`src/rtl/event_trigger_pkg.sv`:
```
// Purpose: shared types and constants for the event trigger measure/hold block
// Assumes: 125 MHz system clock, signed readings of fixed width
// Notes: startup period is given in tenths of a second
package event_trigger_pkg;
    localparam int DATA_W = 20;
    localparam int CLK_HZ = 125000000;
    localparam int TENTH_S_CYCLES = CLK_HZ / 10;           // cycles per 0.1 s
    localparam int STARTUP_W = 10;                          // 0..999 tenths
    localparam logic [STARTUP_W-1:0] STARTUP_MAX = 10'h3E7; // 99.9 s
    localparam logic [STARTUP_W-1:0] STARTUP_DEFAULT = 10'h000;
    localparam int OUT_W = 16;                              // dc output code width
    localparam logic [OUT_W-1:0] DC_ZERO = 16'h0000;        // 0 percent

    // trigger mode setting, three bits
    localparam logic [2:0] CONTINUOUS_MODE = 3'h0;
    localparam logic [2:0] SAMPLE_AND_HOLD_MODE = 3'h1;
    localparam logic [2:0] MAX_HOLD_MODE = 3'h2;
    localparam logic [2:0] MIN_HOLD_MODE = 3'h3;
    localparam logic [2:0] SPAN_HOLD_MODE = 3'h4;

    // synchronised event levels, active high after inversion
    typedef struct packed {
        logic gate;
        logic startup;
        logic hold;
        logic clear;
    } event_levels_t;

    // one-cycle edges of the event levels
    typedef struct packed {
        logic gate_on;
        logic gate_off;
        logic startup_on;
        logic hold_on;
    } event_edges_t;
endpackage : event_trigger_pkg

```
`src/rtl/event_input_sync.sv`:
```
// Purpose: synchronise active-low event pins and detect their edges
// Assumes: pins are asynchronous to clk
// Notes: first flop of each chain feeds only the second flop
`timescale 1ns/1ps
module event_input_sync (
    input wire logic clk, // system clock
    input wire logic rst, // async reset, active high
    input wire logic [3:0] pins_n, // gate, startup, hold, clear pins, active low
    output event_trigger_pkg::event_levels_t levels, // active-high levels
    output event_trigger_pkg::event_edges_t edges // one-cycle edge pulses
);
    logic [3:0] meta_reg, meta_next;
    logic [3:0] sync_reg, sync_next;
    logic [3:0] prev_reg, prev_next;
    logic [3:0] act;

    // next values: two-flop chains plus a delayed copy for edges
    always_comb begin
        meta_next = pins_n;
        sync_next = meta_reg;
        prev_next = sync_reg;
    end

    // pins idle high, so reset to inactive
    always_ff @(posedge clk or posedge rst) begin
        if (rst) begin
            meta_reg <= 4'hF;
            sync_reg <= 4'hF;
            prev_reg <= 4'hF;
        end else begin
            meta_reg <= meta_next;
            sync_reg <= sync_next;
            prev_reg <= prev_next;
        end
    end

    // low means active on every event input
    assign act = ~sync_reg;
    assign levels = '{gate: act[3], startup: act[2], hold: act[1], clear: act[0]};
    assign edges = '{gate_on: prev_reg[3] & ~sync_reg[3],
                     gate_off: ~prev_reg[3] & sync_reg[3],
                     startup_on: prev_reg[2] & ~sync_reg[2],
                     hold_on: prev_reg[1] & ~sync_reg[1]};
endmodule : event_input_sync

```
`src/rtl/event_trigger_measure_hold.sv`:
```
// Purpose: decide when readings are taken, held, reduced to extremes or dropped
// Assumes: sample_in is valid each cycle sample_valid is high, same clock domain
// Notes: dc output is the displayed value, clipped at zero, scaled by dc_gain
`timescale 1ns/1ps
module event_trigger_measure_hold (
    input wire logic clk, // 125 MHz system clock
    input wire logic rst, // async reset, active high
    input wire logic gate_n, // trigger gate pin, active low
    input wire logic startup_delay_in_n, // startup delay pin, active low
    input wire logic hold_n, // hold pin, active low
    input wire logic clear_n, // reset event pin, active low
    input wire logic [2:0] mode_sel, // trigger mode setting
    input wire logic mode_load, // one-cycle strobe to take mode_sel
    input wire logic [event_trigger_pkg::STARTUP_W-1:0] startup_tenths, // startup period, 0.1 s units
    input wire logic signed [event_trigger_pkg::DATA_W-1:0] sample_in, // new reading
    input wire logic sample_valid, // reading strobe
    input wire logic scaling_error, // scaling error level, includes burnout
    input wire logic burnout, // sensor burnout level
    input wire logic alarm_event, // alarm trip pulse to latch
    input wire logic [event_trigger_pkg::OUT_W-1:0] dc_gain, // dc scale per display count
    output logic [2:0] mode, // active mode
    output logic signed [event_trigger_pkg::DATA_W-1:0] display_value, // shown reading
    output logic display_valid, // measured data exists
    output logic display_error, // display shows error
    output logic display_burnout, // display shows burnout
    output logic signed [event_trigger_pkg::DATA_W-1:0] max_value, // stored maximum
    output logic signed [event_trigger_pkg::DATA_W-1:0] min_value, // stored minimum
    output logic extremes_valid, // max and min hold data
    output logic alarm_latched, // latched alarm
    output logic [event_trigger_pkg::OUT_W-1:0] dc_out, // analog output code
    output logic gate_lamp, // gate indicator
    output logic measuring // block is taking readings
);
    localparam int DW = event_trigger_pkg::DATA_W;
    localparam int OW = event_trigger_pkg::OUT_W;
    localparam int TICK_W = $clog2(event_trigger_pkg::TENTH_S_CYCLES);
    localparam logic [TICK_W-1:0] TICK_LAST = TICK_W'(event_trigger_pkg::TENTH_S_CYCLES - 1);

    event_trigger_pkg::event_levels_t lv;
    event_trigger_pkg::event_edges_t eg;

    event_input_sync event_input_sync_inst (
        .clk(clk),
        .rst(rst),
        .pins_n({gate_n, startup_delay_in_n, hold_n, clear_n}),
        .levels(lv),
        .edges(eg)
    );

    // mode register state
    logic [2:0] mode_reg, mode_next;
    // startup suppression timer
    logic [TICK_W-1:0] tick_reg, tick_next;
    logic [event_trigger_pkg::STARTUP_W-1:0] tenth_reg, tenth_next;
    logic sup_reg, sup_next;
    // hold freeze state
    logic held_gate_reg, held_gate_next;
    // gate level as measured one cycle back; edges of the frozen view come from it
    logic eff_prev_reg, eff_prev_next;
    // gate-period accumulation
    logic win_reg, win_next;
    logic win_err_reg, win_err_next;
    logic win_any_reg, win_any_next;
    logic signed [DW-1:0] wmax_reg, wmax_next, wmin_reg, wmin_next;
    // presented results
    logic signed [DW-1:0] disp_reg, disp_next, hold_val_reg, hold_val_next;
    logic dvalid_reg, dvalid_next, hold_ok_reg, hold_ok_next;
    logic signed [DW-1:0] max_reg, max_next, min_reg, min_next;
    logic ext_reg, ext_next, alarm_reg, alarm_next;
    logic [OW-1:0] dc_reg, dc_next;

    logic is_cont, gate_eff, gate_rise_eff, gate_fall_eff, take, show_held;
    logic [event_trigger_pkg::STARTUP_W-1:0] period;
    logic [DW+OW-1:0] dc_prod;

    // mode setting; reset loads continuous, unknown codes refused
    always_comb begin
        mode_next = mode_reg;
        if (mode_load && mode_sel <= event_trigger_pkg::SPAN_HOLD_MODE) begin
            mode_next = mode_sel;
        end
    end

    assign is_cont = (mode_reg == event_trigger_pkg::CONTINUOUS_MODE);
    // values above 99.9 s are clipped rather than wrapped
    assign period = (startup_tenths > event_trigger_pkg::STARTUP_MAX) ?
                    event_trigger_pkg::STARTUP_MAX : startup_tenths;

    // startup timer: restarts on a falling edge with a nonzero period, except in continuous mode under hold; counts tenths of a second
    always_comb begin
        tick_next = tick_reg;
        tenth_next = tenth_reg;
        sup_next = sup_reg;
        if (eg.startup_on && !(is_cont && lv.hold) && period != '0) begin
            sup_next = 1'b1;
            tick_next = '0;
            tenth_next = period;
        end else if (sup_reg) begin
            if (tick_reg == TICK_LAST) begin
                tick_next = '0;
                tenth_next = tenth_reg - 1'b1;
                if (tenth_reg == 1) begin
                    sup_next = 1'b0;
                end
            end else begin
                tick_next = tick_reg + 1'b1;
            end
        end
    end

    // gate as seen by the measurement: frozen by hold, dropped during reset input
    always_comb begin
        held_gate_next = held_gate_reg;
        eff_prev_next = gate_eff;
        // taken even under the reset input, so a hold that outlasts it freezes a current level
        if (eg.hold_on) begin
            held_gate_next = lv.gate;
        end
    end
    // the hold edge cycle still passes the live level; the frozen copy is only valid after it
    assign gate_eff = (lv.hold && !eg.hold_on) ? held_gate_reg : lv.gate;
    // a gate change made during hold takes effect at hold release
    assign gate_rise_eff = eff_prev_reg && !gate_eff && !lv.clear;
    assign gate_fall_eff = !eff_prev_reg && gate_eff && !lv.clear;
    assign take = sample_valid && !sup_reg && !lv.clear;

    // measurement path; reset input has priority, then hold
    always_comb begin
        win_next = win_reg;
        win_err_next = win_err_reg;
        win_any_next = win_any_reg;
        wmax_next = wmax_reg;
        wmin_next = wmin_reg;
        disp_next = disp_reg;
        dvalid_next = dvalid_reg;
        hold_val_next = hold_val_reg;
        hold_ok_next = hold_ok_reg;
        max_next = max_reg;
        min_next = min_reg;
        ext_next = ext_reg;
        alarm_next = alarm_reg;
        if (lv.clear) begin
            // discard data, extremes and alarm; no measurement at all
            win_next = 1'b0;
            win_any_next = 1'b0;
            win_err_next = 1'b0;
            dvalid_next = 1'b0;
            hold_ok_next = 1'b0;
            ext_next = 1'b0;
            alarm_next = 1'b0;
        end else begin
            alarm_next = alarm_reg | alarm_event;
            if (is_cont) begin
                // gate has no effect here
                if (eg.hold_on) begin
                    hold_val_next = disp_reg;
                    hold_ok_next = dvalid_reg && !scaling_error;
                end
                if (!lv.hold && take) begin
                    disp_next = sample_in;
                    dvalid_next = 1'b1;
                    if (!ext_reg || sample_in > max_reg) max_next = sample_in;
                    if (!ext_reg || sample_in < min_reg) min_next = sample_in;
                    ext_next = 1'b1;
                end
            end else if (mode_reg == event_trigger_pkg::SAMPLE_AND_HOLD_MODE) begin
                if (gate_fall_eff && take && !scaling_error) begin
                    disp_next = sample_in;
                    dvalid_next = 1'b1;
                    if (!ext_reg || sample_in > max_reg) max_next = sample_in;
                    if (!ext_reg || sample_in < min_reg) min_next = sample_in;
                    ext_next = 1'b1;
                end
            end else if (!lv.hold) begin
                if (gate_fall_eff) begin
                    win_next = 1'b1;
                    win_any_next = 1'b0;
                    win_err_next = 1'b0;
                end
                if ((win_reg || gate_fall_eff) && gate_eff) begin
                    if (scaling_error) win_err_next = 1'b1;
                    if (take && !scaling_error) begin
                        win_any_next = 1'b1;
                        if (!win_any_reg || sample_in > wmax_reg) wmax_next = sample_in;
                        if (!win_any_reg || sample_in < wmin_reg) wmin_next = sample_in;
                    end
                end
                if (gate_rise_eff && win_reg) begin
                    win_next = 1'b0;
                    if (win_any_reg && !win_err_reg && !scaling_error) begin
                        dvalid_next = 1'b1;
                        max_next = wmax_reg;
                        min_next = wmin_reg;
                        ext_next = 1'b1;
                        case (mode_reg)
                            event_trigger_pkg::MAX_HOLD_MODE: disp_next = wmax_reg;
                            event_trigger_pkg::MIN_HOLD_MODE: disp_next = wmin_reg;
                            event_trigger_pkg::SPAN_HOLD_MODE: disp_next = DW'(wmax_reg - wmin_reg);
                            default: disp_next = disp_reg;
                        endcase
                    end
                end
            end
        end
    end

    // dc follows the display; no data or reset input forces zero percent
    assign dc_prod = (disp_reg[DW-1]) ? '0 : (DW+OW)'($unsigned(disp_reg) * dc_gain);
    always_comb begin
        dc_next = dc_reg;
        if (lv.clear || !dvalid_reg) begin
            dc_next = event_trigger_pkg::DC_ZERO;
        end else if (!lv.hold) begin
            dc_next = (|dc_prod[DW+OW-1:OW]) ? {OW{1'b1}} : dc_prod[OW-1:0];
        end
    end

    // registers only
    always_ff @(posedge clk or posedge rst) begin
        if (rst) begin
            mode_reg <= event_trigger_pkg::CONTINUOUS_MODE;
            tick_reg <= '0;
            tenth_reg <= event_trigger_pkg::STARTUP_DEFAULT;
            sup_reg <= 1'b0;
            held_gate_reg <= 1'b0;
            eff_prev_reg <= 1'b0;
            win_reg <= 1'b0;
            win_err_reg <= 1'b0;
            win_any_reg <= 1'b0;
            wmax_reg <= '0;
            wmin_reg <= '0;
            disp_reg <= '0;
            dvalid_reg <= 1'b0;
            hold_val_reg <= '0;
            hold_ok_reg <= 1'b0;
            max_reg <= '0;
            min_reg <= '0;
            ext_reg <= 1'b0;
            alarm_reg <= 1'b0;
            dc_reg <= event_trigger_pkg::DC_ZERO;
        end else begin
            mode_reg <= mode_next;
            tick_reg <= tick_next;
            tenth_reg <= tenth_next;
            sup_reg <= sup_next;
            held_gate_reg <= held_gate_next;
            eff_prev_reg <= eff_prev_next;
            win_reg <= win_next;
            win_err_reg <= win_err_next;
            win_any_reg <= win_any_next;
            wmax_reg <= wmax_next;
            wmin_reg <= wmin_next;
            disp_reg <= disp_next;
            dvalid_reg <= dvalid_next;
            hold_val_reg <= hold_val_next;
            hold_ok_reg <= hold_ok_next;
            max_reg <= max_next;
            min_reg <= min_next;
            ext_reg <= ext_next;
            alarm_reg <= alarm_next;
            dc_reg <= dc_next;
        end
    end

    // continuous hold shows the captured value if data existed and no error was present at the hold edge
    // the hold edge cycle shows the live register, since hold_ok_reg may be left from an earlier hold
    assign show_held = is_cont && lv.hold && !eg.hold_on && hold_ok_reg;
    assign display_value = show_held ? hold_val_reg : disp_reg;
    assign display_valid = dvalid_reg;
    assign display_error = scaling_error && !show_held;
    assign display_burnout = burnout;
    assign max_value = max_reg;
    assign min_value = min_reg;
    assign extremes_valid = ext_reg;
    assign alarm_latched = alarm_reg;
    assign dc_out = dc_reg;
    assign gate_lamp = lv.gate;
    assign measuring = !lv.clear && !sup_reg && !lv.hold;
    assign mode = mode_reg;
endmodule : event_trigger_measure_hold

```
`config.mk`:
```
export PLATFORM = sky130hd
export DESIGN_NAME = event_trigger_measure_hold
export DESIGN_NICKNAME = d
export VERILOG_FILES = /design/src/rtl/event_trigger_pkg.sv /design/src/rtl/event_input_sync.sv /design/src/rtl/event_trigger_measure_hold.sv
export SDC_FILE = /design/constraint.sdc
export NUM_CORES = 1
export LEC_CHECK = 0
export BUFFER_PORTS_ARGS = -buffer_cell sky130_fd_sc_hd__buf_2
export CORE_ASPECT_RATIO = 2
export CORE_MARGIN = 4
export CORE_UTILIZATION = 40
export DETAILED_ROUTE_END_ITERATION = 16
export PLACE_DENSITY_LB_ADDON = 0.12
export SKIP_LAST_GASP = 1
export SYNTH_ARGS = -nofsm -noshare
export SYNTH_HDL_FRONTEND = slang
export SYNTH_SLANG_ARGS = --single-unit
```
`constraint.sdc`:
```
create_clock -name clk -period 8 [get_ports clk]
set_clock_uncertainty 0.15 [all_clocks]
set_input_delay 1.6 -clock clk [delete_from_list [all_inputs] [get_ports clk]]
set_output_delay 1.6 -clock clk [all_outputs]
set_load 0.01 [all_outputs]
```
==> impl_metrics.env, run 1 <==
export IMPL_syn_avg_cell_area_sq_um=9.07
export IMPL_largest_reg_flops=24
export IMPL_hold_path_class="reg2reg"
export IMPL_status="completed"
export IMPL_final_max_slew_viol_count=0
export IMPL_reg2reg_depth=21
export IMPL_grt_pass1_wl_mm=115
export IMPL_drive_gt1_share_pct=17.4
export IMPL_ys_seq_area_share_pct=21.1
export IMPL_p_clk_share_pct=37.7
export IMPL_dieArea_sq_um=61200
export IMPL_regArea_sq_um=4820
export IMPL_synth_edf_count=0
export IMPL_synth_compound_area_share_pct=13.6
export IMPL_critPathLaunchType="input pin"
export IMPL_synthArstFlopShare_pct=100
export IMPL_synth_top_family_by_area="adder cells"
export IMPL_hold_ws_ns=0.212
export IMPL_cts_buffer_depth=2
export IMPL_yosys_area_share_simple_pct=16.3
export IMPL_powerDensity_nw_per_um2=101
export IMPL_vias_per_cell=5.46
export IMPL_netSwitchingFraction_pct=35.0
export IMPL_areaGrowthSynthToFinish_pct=14.8
export IMPL_synth_top_area_share_pct=22.0
export IMPL_synth_area_sq_um=22800
export IMPL_cts_tree="done"
export IMPL_cts_num_sinks=192
export IMPL_wl_mm=73.9
export IMPL_dieHeight_um=346
export IMPL_grt_pass1_vias=20613
export IMPL_dpl_hpwl_mm=60.6
export IMPL_clk_latency_ns=0.49
export IMPL_die_w_um=177
export IMPL_synth_cell_types=72
export IMPL_clk_pin_slew_ns=0.09
export IMPL_gp_congestion=0.920
export IMPL_criticalPathCategory="in2reg"
export IMPL_relSlewSlack_pct=20.9
export IMPL_cp_arrival_ns=8.10
export IMPL_worstReg2RegEnd="dc_out[1]$_DFFE_PP0P_"
export IMPL_holdCritStartpoint="event_input_sync_inst.meta_reg[0]$_DFF_PP1_"
export IMPL_worst_path_max_fanout=8
export IMPL_drt_iter0_markers=770
export IMPL_route_vias_total=18880
export IMPL_wl_per_cell_um=21.4
export IMPL_ff2ff_setup_slack_ns=0.44
export IMPL_fmax_mhz=127
export IMPL_period_needed_ns=7.88
export IMPL_syn_instance_count=2518
export IMPL_antenna_left=0
export IMPL_synth_top_cells_by_count="inv_1 (360), nand2_1 (256), fa_1 (251)"
export IMPL_antenna_found_initial=1
export IMPL_max_cap_violations=0
export IMPL_worst_path_max_delay_cell="fa_1"
export IMPL_synth_area_leaders="fa_1 (22%), dfrtp_1 (20%), ha_1 (11%)"
export IMPL_multi_input_area_sq_um=16400
export IMPL_worstPathRequired_ns=8.22
export IMPL_setup_slack_ns=0.121
export IMPL_p_seq_share_pct=38.9
export IMPL_grt_use_total_pct=24.4
export IMPL_hold_end="event_input_sync_inst.prev_next[0]$_DFF_PP1_"
export IMPL_hold_viol=0
export IMPL_place_ws_ns=-0.523
export IMPL_synth_fa_ha_area_share_pct=33.4
export IMPL_yosysWarnings=0
export IMPL_ys_flop_type="dfrtp_1"
export IMPL_ir_drop_mv=0.123
export IMPL_synthMuxAreaShare_pct=4.65
export IMPL_synth_xor_area_share_pct=2.57
export IMPL_htreeDepth=4
export IMPL_fin_cells=3457
export IMPL_grt_overflow_total=0
export IMPL_p_int_uw=1720
export IMPL_cpMostUsedCell="fa_1"
export IMPL_grt_max_degree=124
export IMPL_p_sw_uw=924
export IMPL_io_pins=146
export IMPL_setup_viol=0
export IMPL_worstSetupEndpointType="flip-flop"
export IMPL_worst_hold_path_num_cells=0
export IMPL_num_rows=123
export IMPL_ys_ff_latch=192
export IMPL_combPwrFrac_pct=23.4
export IMPL_slowest_delay_ns=0.58
export IMPL_p_leak_uw=0.0125
export IMPL_drc=0
export IMPL_cts_buffers=17
export IMPL_worstMarginPinSlew_ns=1.18
export IMPL_placed_cells=3419
export IMPL_fillers=5657
export IMPL_syn_nets=3037
export IMPL_io_buffer_count=143
export IMPL_core_area_sq_um=56300
export IMPL_reg2reg_from="disp_reg[5]$_DFFE_PP0P_"
export IMPL_final_period_utilization_pct=98.5
export IMPL_cts_root_buffer="clkbuf_16"
export IMPL_nNetsFinal=3212
export IMPL_first_pass_iters=5
export IMPL_synth_top_area_cell="fa_1"
export IMPL_initial_utilization_pct=40.5
export IMPL_synth_most_common_cell="inv_1"
[layer usage]
metal  track usage [%]  wire (um)  vias to the layer above
li1                  -          -                     8747
met1              24.4      24900                     9560
met2              47.6      42000                      407
met3              2.61       1980                      166
met4              14.1       4970                        0
met5                 0          0                        -
[worst max-delay path by stage]
stage                     start                     end  cells after the start
floorplan            dc_gain[7]   dc_out[0]$_DFFE_PP0P_                     25
global placement    dc_gain[12]   dc_out[0]$_DFFE_PP0P_                     20
detailed placement   dc_gain[5]  dc_out[13]$_DFFE_PP0P_                     22
CTS                  dc_gain[5]   dc_out[2]$_DFFE_PP0P_                     22
global route        dc_gain[14]   dc_out[6]$_DFFE_PP0P_                     25
finish               dc_gain[7]   dc_out[1]$_DFFE_PP0P_                     25
[power groups by stage]
stage | Combinational, uW | Sequential [uW] | Clock (uW)
2_1_floorplan | 374 | 1040 | 0
3_3_place_gp | 595 | 1040 | 0
3_5_place_dp | 599 | 1050 | 0
4_1_cts | 604 | 1030 | 1030
5_1_grt | 687 | 1030 | 1060
6_report | 619 | 1030 | 994
[what timing repair did]
item,4_1_cts,5_1_grt
pin swaps,1,43
hold buffers,0,0
resized for setup,0,76
setup buffers,0,4
setup endpoints to repair,1,16
gates cloned,0,1
[per-stage QoR]
step	power (uW)	instance area [sq um]	util (%)	setup TNS, ns
finish	2640	26200	46.5	0
detailed placement	1650	25200	44.8	-8.21
CTS	2660	25900	46.0	0
floorplan	1410	23000	-	-0.592
global route	2780	26200	46.5	-0.226
global placement	1640	25200	44.8	-7.49
[worst max-delay path, delay by kind of cell]
kind,cells,cell delay [ns]
buffers and inverters,7,0.94
adders and majority gates,7,3.18
AOI/OAI and AO/OA,6,0.91
and+or+nand+nor,5,1.48
[layout by cell type, fill, tap and decap left out, types with 11 or more instances in the layout]
master and instances:
inv_1 354, nand2_1 253, fa_1 240, ha_1 198, dfrtp_1 182, and2_1 170, buf_4 153, buf_2 130
o21ai_0 103, a21oi_1 102, nor2_1 85, mux2i_1 61, nor3_1 51, mux2_2 40, a21o_1 39, xnor2_1 36
nand3_1 33, nand4_1 31, o221ai_1 31, xor2_1 29, a211o_1 24, and3_1 23, a221o_1 21, clkbuf_16 18
a31oi_1 14, nand2b_1 13, or3_1 12, a31oi_2 11, nor2b_1 11, o22ai_1 11, and2_4 11, fa_2 11
[area by class of cell]
type	count	share of cell area (%)
clock buffers	17	1.62
well taps	750	3.58
clock inverters	15	0.893
repair buffers	297	7.62
flip-flops and latches	192	18.4
multi-input cells	1825	62.7
inverters	360	5.18
diodes	1	0.00955
[logic make-up after synthesis]
kind of cell | after synthesis
xor gates and xnor gates | 67
adders and majority gates | 459
muxes | 101
and+or+nand+nor | 741
DFF | 192
AOI/OAI and AO/OA | 457
buffers and inverters | 501
Power figures use the tool's default switching activity.
==> run 2, diff against run 1 <==
--- a/config.mk
+++ b/config.mk
@@ -5,11 +5,14 @@
 export SDC_FILE = /design/constraint.sdc
 export NUM_CORES = 1
 export LEC_CHECK = 0
+export ABC_AREA = 1
 export BUFFER_PORTS_ARGS = -buffer_cell sky130_fd_sc_hd__buf_2
+export CAP_MARGIN = 20
 export CORE_ASPECT_RATIO = 2
 export CORE_MARGIN = 4
 export CORE_UTILIZATION = 40
 export DETAILED_ROUTE_END_ITERATION = 16
+export GPL_TIMING_DRIVEN = 0
 export PLACE_DENSITY_LB_ADDON = 0.12
 export SKIP_LAST_GASP = 1
 export SYNTH_ARGS = -nofsm -noshare
==> run 2 against run 1 <==
  * Sequential share of layout area is essentially flat
  * Fmax grew 1.2%
  * Worst hold slack lost 0.0043 ns
  * Non-clock buffer count shrank 49
  * Critical path depth grew 1
  * Design area grew 0.25%
  * Synthesized cell count grew 32%
  * Via count grew 13%
  * Die area grew 4.5%
  * Flip-flop and latch count is the same
==> impl_metrics.env, run 2 <==
export IMPL_antenna_left=0
export IMPL_synth_fa_ha_area_share_pct=31.9
export IMPL_cp_arrival_ns=8.03
export IMPL_setup_viol=0
export IMPL_synth_top_area_cell="fa_1"
export IMPL_htreeDepth=4
export IMPL_syn_nets=3835
export IMPL_synth_compound_area_share_pct=9.06
export IMPL_period_needed_ns=7.79
export IMPL_wl_mm=84.3
export IMPL_cts_tree="done"
export IMPL_io_pins=146
export IMPL_status="completed"
export IMPL_fin_cells=4239
export IMPL_drt_iter0_markers=914
export IMPL_layout_common_cells="nand2_1 (939), inv_1 (730), fa_1 (251)"
export IMPL_final_max_slew_viol_count=0
export IMPL_areaGrowthSynthToFinish_pct=9.98
export IMPL_setup_slack_ns=0.214
export IMPL_grt_max_degree=99
export IMPL_vias_per_cell=5.03
export IMPL_drc=0
export IMPL_nNetsFinal=3985
export IMPL_cts_buffers=25
export IMPL_synth_top_area_share_pct=21.0
export IMPL_post_cts_buffers=0
export IMPL_grt_pass1_vias=23026
export IMPL_wl_per_cell_um=19.9
export IMPL_grt_use_total_pct=26.6
export IMPL_hold_viol=0
export IMPL_initial_utilization_pct=40.4
export IMPL_largest_reg_flops=24
export IMPL_hold_path_class="reg2reg"
export IMPL_synth_area_sq_um=23900
export IMPL_cts_buffer_depth=3
export IMPL_final_period_utilization_pct=97.3
export IMPL_grt_overflow_total=0
export IMPL_antenna_found_initial=1
export IMPL_fillers=6288
export IMPL_dieArea_sq_um=63900
export IMPL_synth_most_common_cell="nand2_1"
export IMPL_rsz0062_at_grt="false"
export IMPL_num_rows=126
export IMPL_clk_latency_ns=0.52
export IMPL_critPathLaunchType="flip-flop"
export IMPL_n_antenna_cell=0
export IMPL_worst_path_max_delay_cell="dfrtp_1"
export IMPL_cts_num_sinks=192
export IMPL_dpl_hpwl_mm=71.3
export IMPL_relSlewSlack_pct=25.6
export IMPL_synth_area_leaders="fa_1 (21%), dfrtp_1 (19%), nand2_1 (15%)"
export IMPL_ys_flop_type="dfrtp_1"
export IMPL_worstSetupEndpointType="flip-flop"
export IMPL_syn_avg_cell_area_sq_um=7.20
export IMPL_grt_pass1_wl_mm=130
export IMPL_synth_top_family_by_area="adder cells"
export IMPL_layout_commonest_cell="nand2_1"
export IMPL_yosysWarnings=0
export IMPL_cts_root_buffer="clkbuf_16"
export IMPL_fmax_mhz=128
export IMPL_synth_xor_area_share_pct=0.917
export IMPL_synth_cell_types=57
export IMPL_max_cap_violations=0
export IMPL_ys_ff_latch=192
export IMPL_placed_cells=4216
export IMPL_worstPathRequired_ns=8.25
export IMPL_worstMarginPinSlew_ns=1.11
export IMPL_criticalPathCategory="reg2reg"
export IMPL_synthMuxAreaShare_pct=0.0943
export IMPL_die_w_um=181
export IMPL_place_ws_ns=-0.469
export IMPL_slowest_delay_ns=0.87
export IMPL_synth_edf_count=0
export IMPL_gp_congestion=0.941
export IMPL_synth_top_cells_by_count="nand2_1 (939), inv_1 (731), fa_1 (251)"
export IMPL_hold_ws_ns=0.208
export IMPL_dieHeight_um=354
export IMPL_clk_pin_slew_ns=0.08
export IMPL_synthArstFlopShare_pct=100
export IMPL_yosys_area_share_simple_pct=24.0
export IMPL_ys_seq_area_share_pct=20.2
export IMPL_cpMostUsedCell="nand2_1"
export IMPL_core_area_sq_um=59100
export IMPL_io_buffer_count=129
export IMPL_syn_instance_count=3316
export IMPL_worst_path_max_fanout=10
export IMPL_first_pass_iters=5
export IMPL_drive_gt1_share_pct=7.49
export IMPL_route_vias_total=21323
[run 2: logic make-up after synthesis]
kind of cell | after synthesis
AOI/OAI and AO/OA | 390
buffers and inverters | 867
xor gates and xnor gates | 25
and+or+nand+nor | 1381
DFF | 192
muxes | 2
adders and majority gates | 459
[run 2: per-layer routing]
| layer | global-route usage (%) | up-vias | share of wire [%] |
|---|---|---|---|
| met5 | 0 | - | 0 |
| met1 | 24.2 | 10218 | 32 |
| met3 | 2.50 | 239 | 2.8 |
| met4 | 18.8 | 0 | 8.7 |
| met2 | 53.3 | 498 | 56 |
| li1 | - | 10368 | - |
[run 2: worst max-delay path, delay by kind of cell (launching register included)]
| family | cells | cell delay [ns] |
|---|---|---|
| flops | 1 | 0.87 |
| buf+inv | 4 | 0.98 |
| simple gates | 15 | 1.91 |
| fa+ha+maj | 7 | 3.74 |
[run 2: final timing paths]
kind / depth (start not counted) / slack (ns) / end / startpoint
worst max-delay path: 26 / 0.21 / dc_out[0]$_DFFE_PP0P_ / disp_reg[7]$_DFFE_PP0P_
worst min-delay path: 0 / 0.21 / event_input_sync_inst.prev_next[0]$_DFF_PP1_ / event_input_sync_inst.meta_reg[0]$_DFF_PP1_
worst max register to register: 26 / 0.21 / dc_out[0]$_DFFE_PP0P_ / disp_reg[7]$_DFFE_PP0P_
worst min register to register: 0 / 0.21 / event_input_sync_inst.prev_next[0]$_DFF_PP1_ / event_input_sync_inst.meta_reg[0]$_DFF_PP1_
max in group asynchronous: 3 / 6.15 / tick_reg[20]$_DFFE_PP0P_ / rst
min in group asynchronous: 3 / 1.03 / dc_out[3]$_DFFE_PP0P_ / rst
[run 2: layout make-up]
cell class                      count  area [sq um]  area share [%]
Multi-Input combinational cell   2257         15800            60.0
Inverter                          742          2790            10.6
Buffer                            116           499            1.90
Tap cell                          768           961            3.66
Sequential cell                   192          4820            18.3
Clock inverter                      5          80.1           0.305
Timing Repair Buffer              132           706            2.69
Clock buffer                       27           643            2.45
[run 2: through the flow]
| step | setup TNS (ns) | utilization [%] | cell area [sq um] |
|---|---|---|---|
| final | 0 | 44.4 | 26300 |
| after global routing | 0 | 44.4 | 26300 |
| after CTS | 0 | 44.5 | 26300 |
| after detailed placement | -5.98 | 43.2 | 25600 |
| after global placement | -335.66 | 43.1 | 25500 |
| after floorplan | 0 | - | 23900 |
[run 2: what timing repair did]
item | in CTS | in global routing
hold buffers | 0 | 0
gates resized for setup | 0 | 29
setup endpoints to repair | 9 | 16
Power of run 2 is left out: the tool's default activity adds up to more than one toggle a clock period on the data nets, which glitch-free logic cannot reach.
==> run 3, diff against run 2 <==
--- a/config.mk
+++ b/config.mk
@@ -13,6 +13,7 @@
 export CORE_UTILIZATION = 40
 export DETAILED_ROUTE_END_ITERATION = 16
 export GPL_TIMING_DRIVEN = 0
+export MAX_ROUTING_LAYER = met4
 export PLACE_DENSITY_LB_ADDON = 0.12
 export SKIP_LAST_GASP = 1
 export SYNTH_ARGS = -nofsm -noshare
==> run 3 against run 2 <==
  * Flip-flop and latch count unchanged
  * Setup slack improved by 0.11 ns
  * Final cell count about the same
  * Via count is 0.28% lower
  * Highest routed layer unchanged
  * Non-clock buffer count up 1
  * First-iteration DRC count rose by 6.2%
==> impl_metrics.env, run 3 (same netlist as run 2, synthesis figures left out) <==
export IMPL_htreeDepth=4
export IMPL_largest_reg_flops=24
export IMPL_initial_utilization_pct=40.4
export IMPL_period_needed_ns=7.68
export IMPL_ctsHoldBuffers=0
export IMPL_dieArea_sq_um=63900
export IMPL_layout_common_cells="nand2_1 (939), inv_1 (730), fa_1 (251)"
export IMPL_final_period_utilization_pct=96.0
export IMPL_rsz0062_at_grt="false"
export IMPL_drive_gt1_share_pct=7.75
export IMPL_dieHeight_um=354
export IMPL_wl_per_cell_um=19.9
export IMPL_wl_mm=84.4
export IMPL_cts_tree="done"
export IMPL_antenna_left=0
export IMPL_drc=0
export IMPL_crit_family="adder cells"
export IMPL_die_w_um=181
export IMPL_io_pins=146
export IMPL_cp_arrival_ns=7.93
export IMPL_dpl_hpwl_mm=71.6
export IMPL_worst_path_max_fanout=10
export IMPL_antenna_found_initial=0
export IMPL_nNetsFinal=3986
export IMPL_setup_slack_ns=0.320
export IMPL_grt_max_degree=110
export IMPL_fmax_mhz=130
export IMPL_setup_viol=0
export IMPL_slowest_delay_ns=0.75
export IMPL_criticalPathCategory="reg2reg"
export IMPL_first_pass_iters=6
export IMPL_cts_num_sinks=192
export IMPL_clk_latency_ns=0.52
export IMPL_clk_pin_slew_ns=0.07
export IMPL_cts_buffer_depth=3
export IMPL_core_area_sq_um=59100
export IMPL_setup_tns_ns=0
export IMPL_hold_viol=0
export IMPL_vias_per_cell=5.01
export IMPL_layout_commonest_cell="nand2_1"
export IMPL_drt_iter0_markers=971
export IMPL_hold_path_class="reg2reg"
export IMPL_critPathBufInv=5
export IMPL_final_max_slew_viol_count=0
export IMPL_relSlewSlack_pct=27.9
export IMPL_critPathLaunchType="flip-flop"
export IMPL_worstSetupEndpointType="flip-flop"
export IMPL_grt_use_total_pct=27.4
export IMPL_worst_path_max_delay_cell="clkbuf_1"
export IMPL_cts_buffers=25
export IMPL_grt_pass1_vias=22903
export IMPL_areaGrowthSynthToFinish_pct=10.1
export IMPL_gp_congestion=0.950
export IMPL_route_vias_total=21263
export IMPL_worstMarginPinSlew_ns=1.07
export IMPL_grt_pass1_wl_mm=130
export IMPL_cts_repair_resized=0
export IMPL_io_buffer_count=129
export IMPL_num_rows=126
export IMPL_max_cap_violations=0
export IMPL_multi_input_area_sq_um=15800
export IMPL_status="completed"
export IMPL_grt_overflow_total=0
export IMPL_place_ws_ns=-0.473
export IMPL_post_cts_buffers=0
export IMPL_fillers=6324
export IMPL_regArea_sq_um=4820
export IMPL_worstPathRequired_ns=8.25
export IMPL_cts_root_buffer="clkbuf_16"
run 3: changes by cell type in the layout (fill, tap and decap cells not counted):
cell	before	now
clkbuf_2	13	20
clkinvlp_4	2	0
dfrtp_1	182	181
buf_16	2	1
clkbuf_1	82	76
dfrtp_2	0	1
buf_1	9	8
buf_8	0	1
diode_2	0	1
clkbuf_8	1	3
clkinv_2	1	2
run 3: worst reg2reg max path: cells and delay by family, from the launching register on:
family                     cells  cell delay [ns]
adders and majority gates      7             3.57
DFF                            1             0.32
buffers and inverters          5             1.68
and+or+nand+nor               15             1.83
run 3: worst paths after layout:
check,start,to,slack (ns),cells past startpoint
setup / recovery,disp_reg[3]$_DFFE_PP0P_,dc_out[0]$_DFFE_PP0P_,0.32,27
hold / removal,event_input_sync_inst.meta_reg[2]$_DFF_PP1_,event_input_sync_inst.prev_next[2]$_DFF_PP1_,0.21,0
setup reg to reg,disp_reg[3]$_DFFE_PP0P_,dc_out[0]$_DFFE_PP0P_,0.32,27
hold reg to reg,event_input_sync_inst.meta_reg[2]$_DFF_PP1_,event_input_sync_inst.prev_next[2]$_DFF_PP1_,0.21,0
max in group asynchronous,rst,tick_reg[19]$_DFFE_PP0P_,5.63,3
min in group asynchronous,rst,wmax_reg[12]$_DFFE_PP0P_,0.99,2
run 3: final cells by class:
type,count,area share [%]
multi-input combinational,2257,60.0
sequential,192,18.3
inverter,742,10.6
tap,768,3.65
timing repair buffer,132,2.64
clock buffer,28,2.54
buffer,117,1.95
clock inverter,4,0.267
antenna,1,0.00952
run 3: per-layer routing:
metal	up-vias	part of all wire (%)	GRT usage [%]
li1	10365	-	-
met2	501	58	54.1
met3	230	2.4	2.33
met5	-	0	-
met4	0	7.6	16.7
met1	10167	32	24.6
run 3: per-stage QoR:
stage | cell area, sq um | std cells | hold WS [ns] | util, %
3_5_place_dp | 25500 | 4215 | 0.197 | 43.2
4_1_cts | 26300 | 4245 | 0.208 | 44.4
2_1_floorplan | 23900 | 3316 | 0.195 | -
6_report | 26300 | 4241 | 0.207 | 44.5
3_3_place_gp | 25500 | 4213 | 0.196 | 43.1
5_1_grt | 26300 | 4240 | 0.213 | 44.5
Power of run 3 is left out for the same reason.
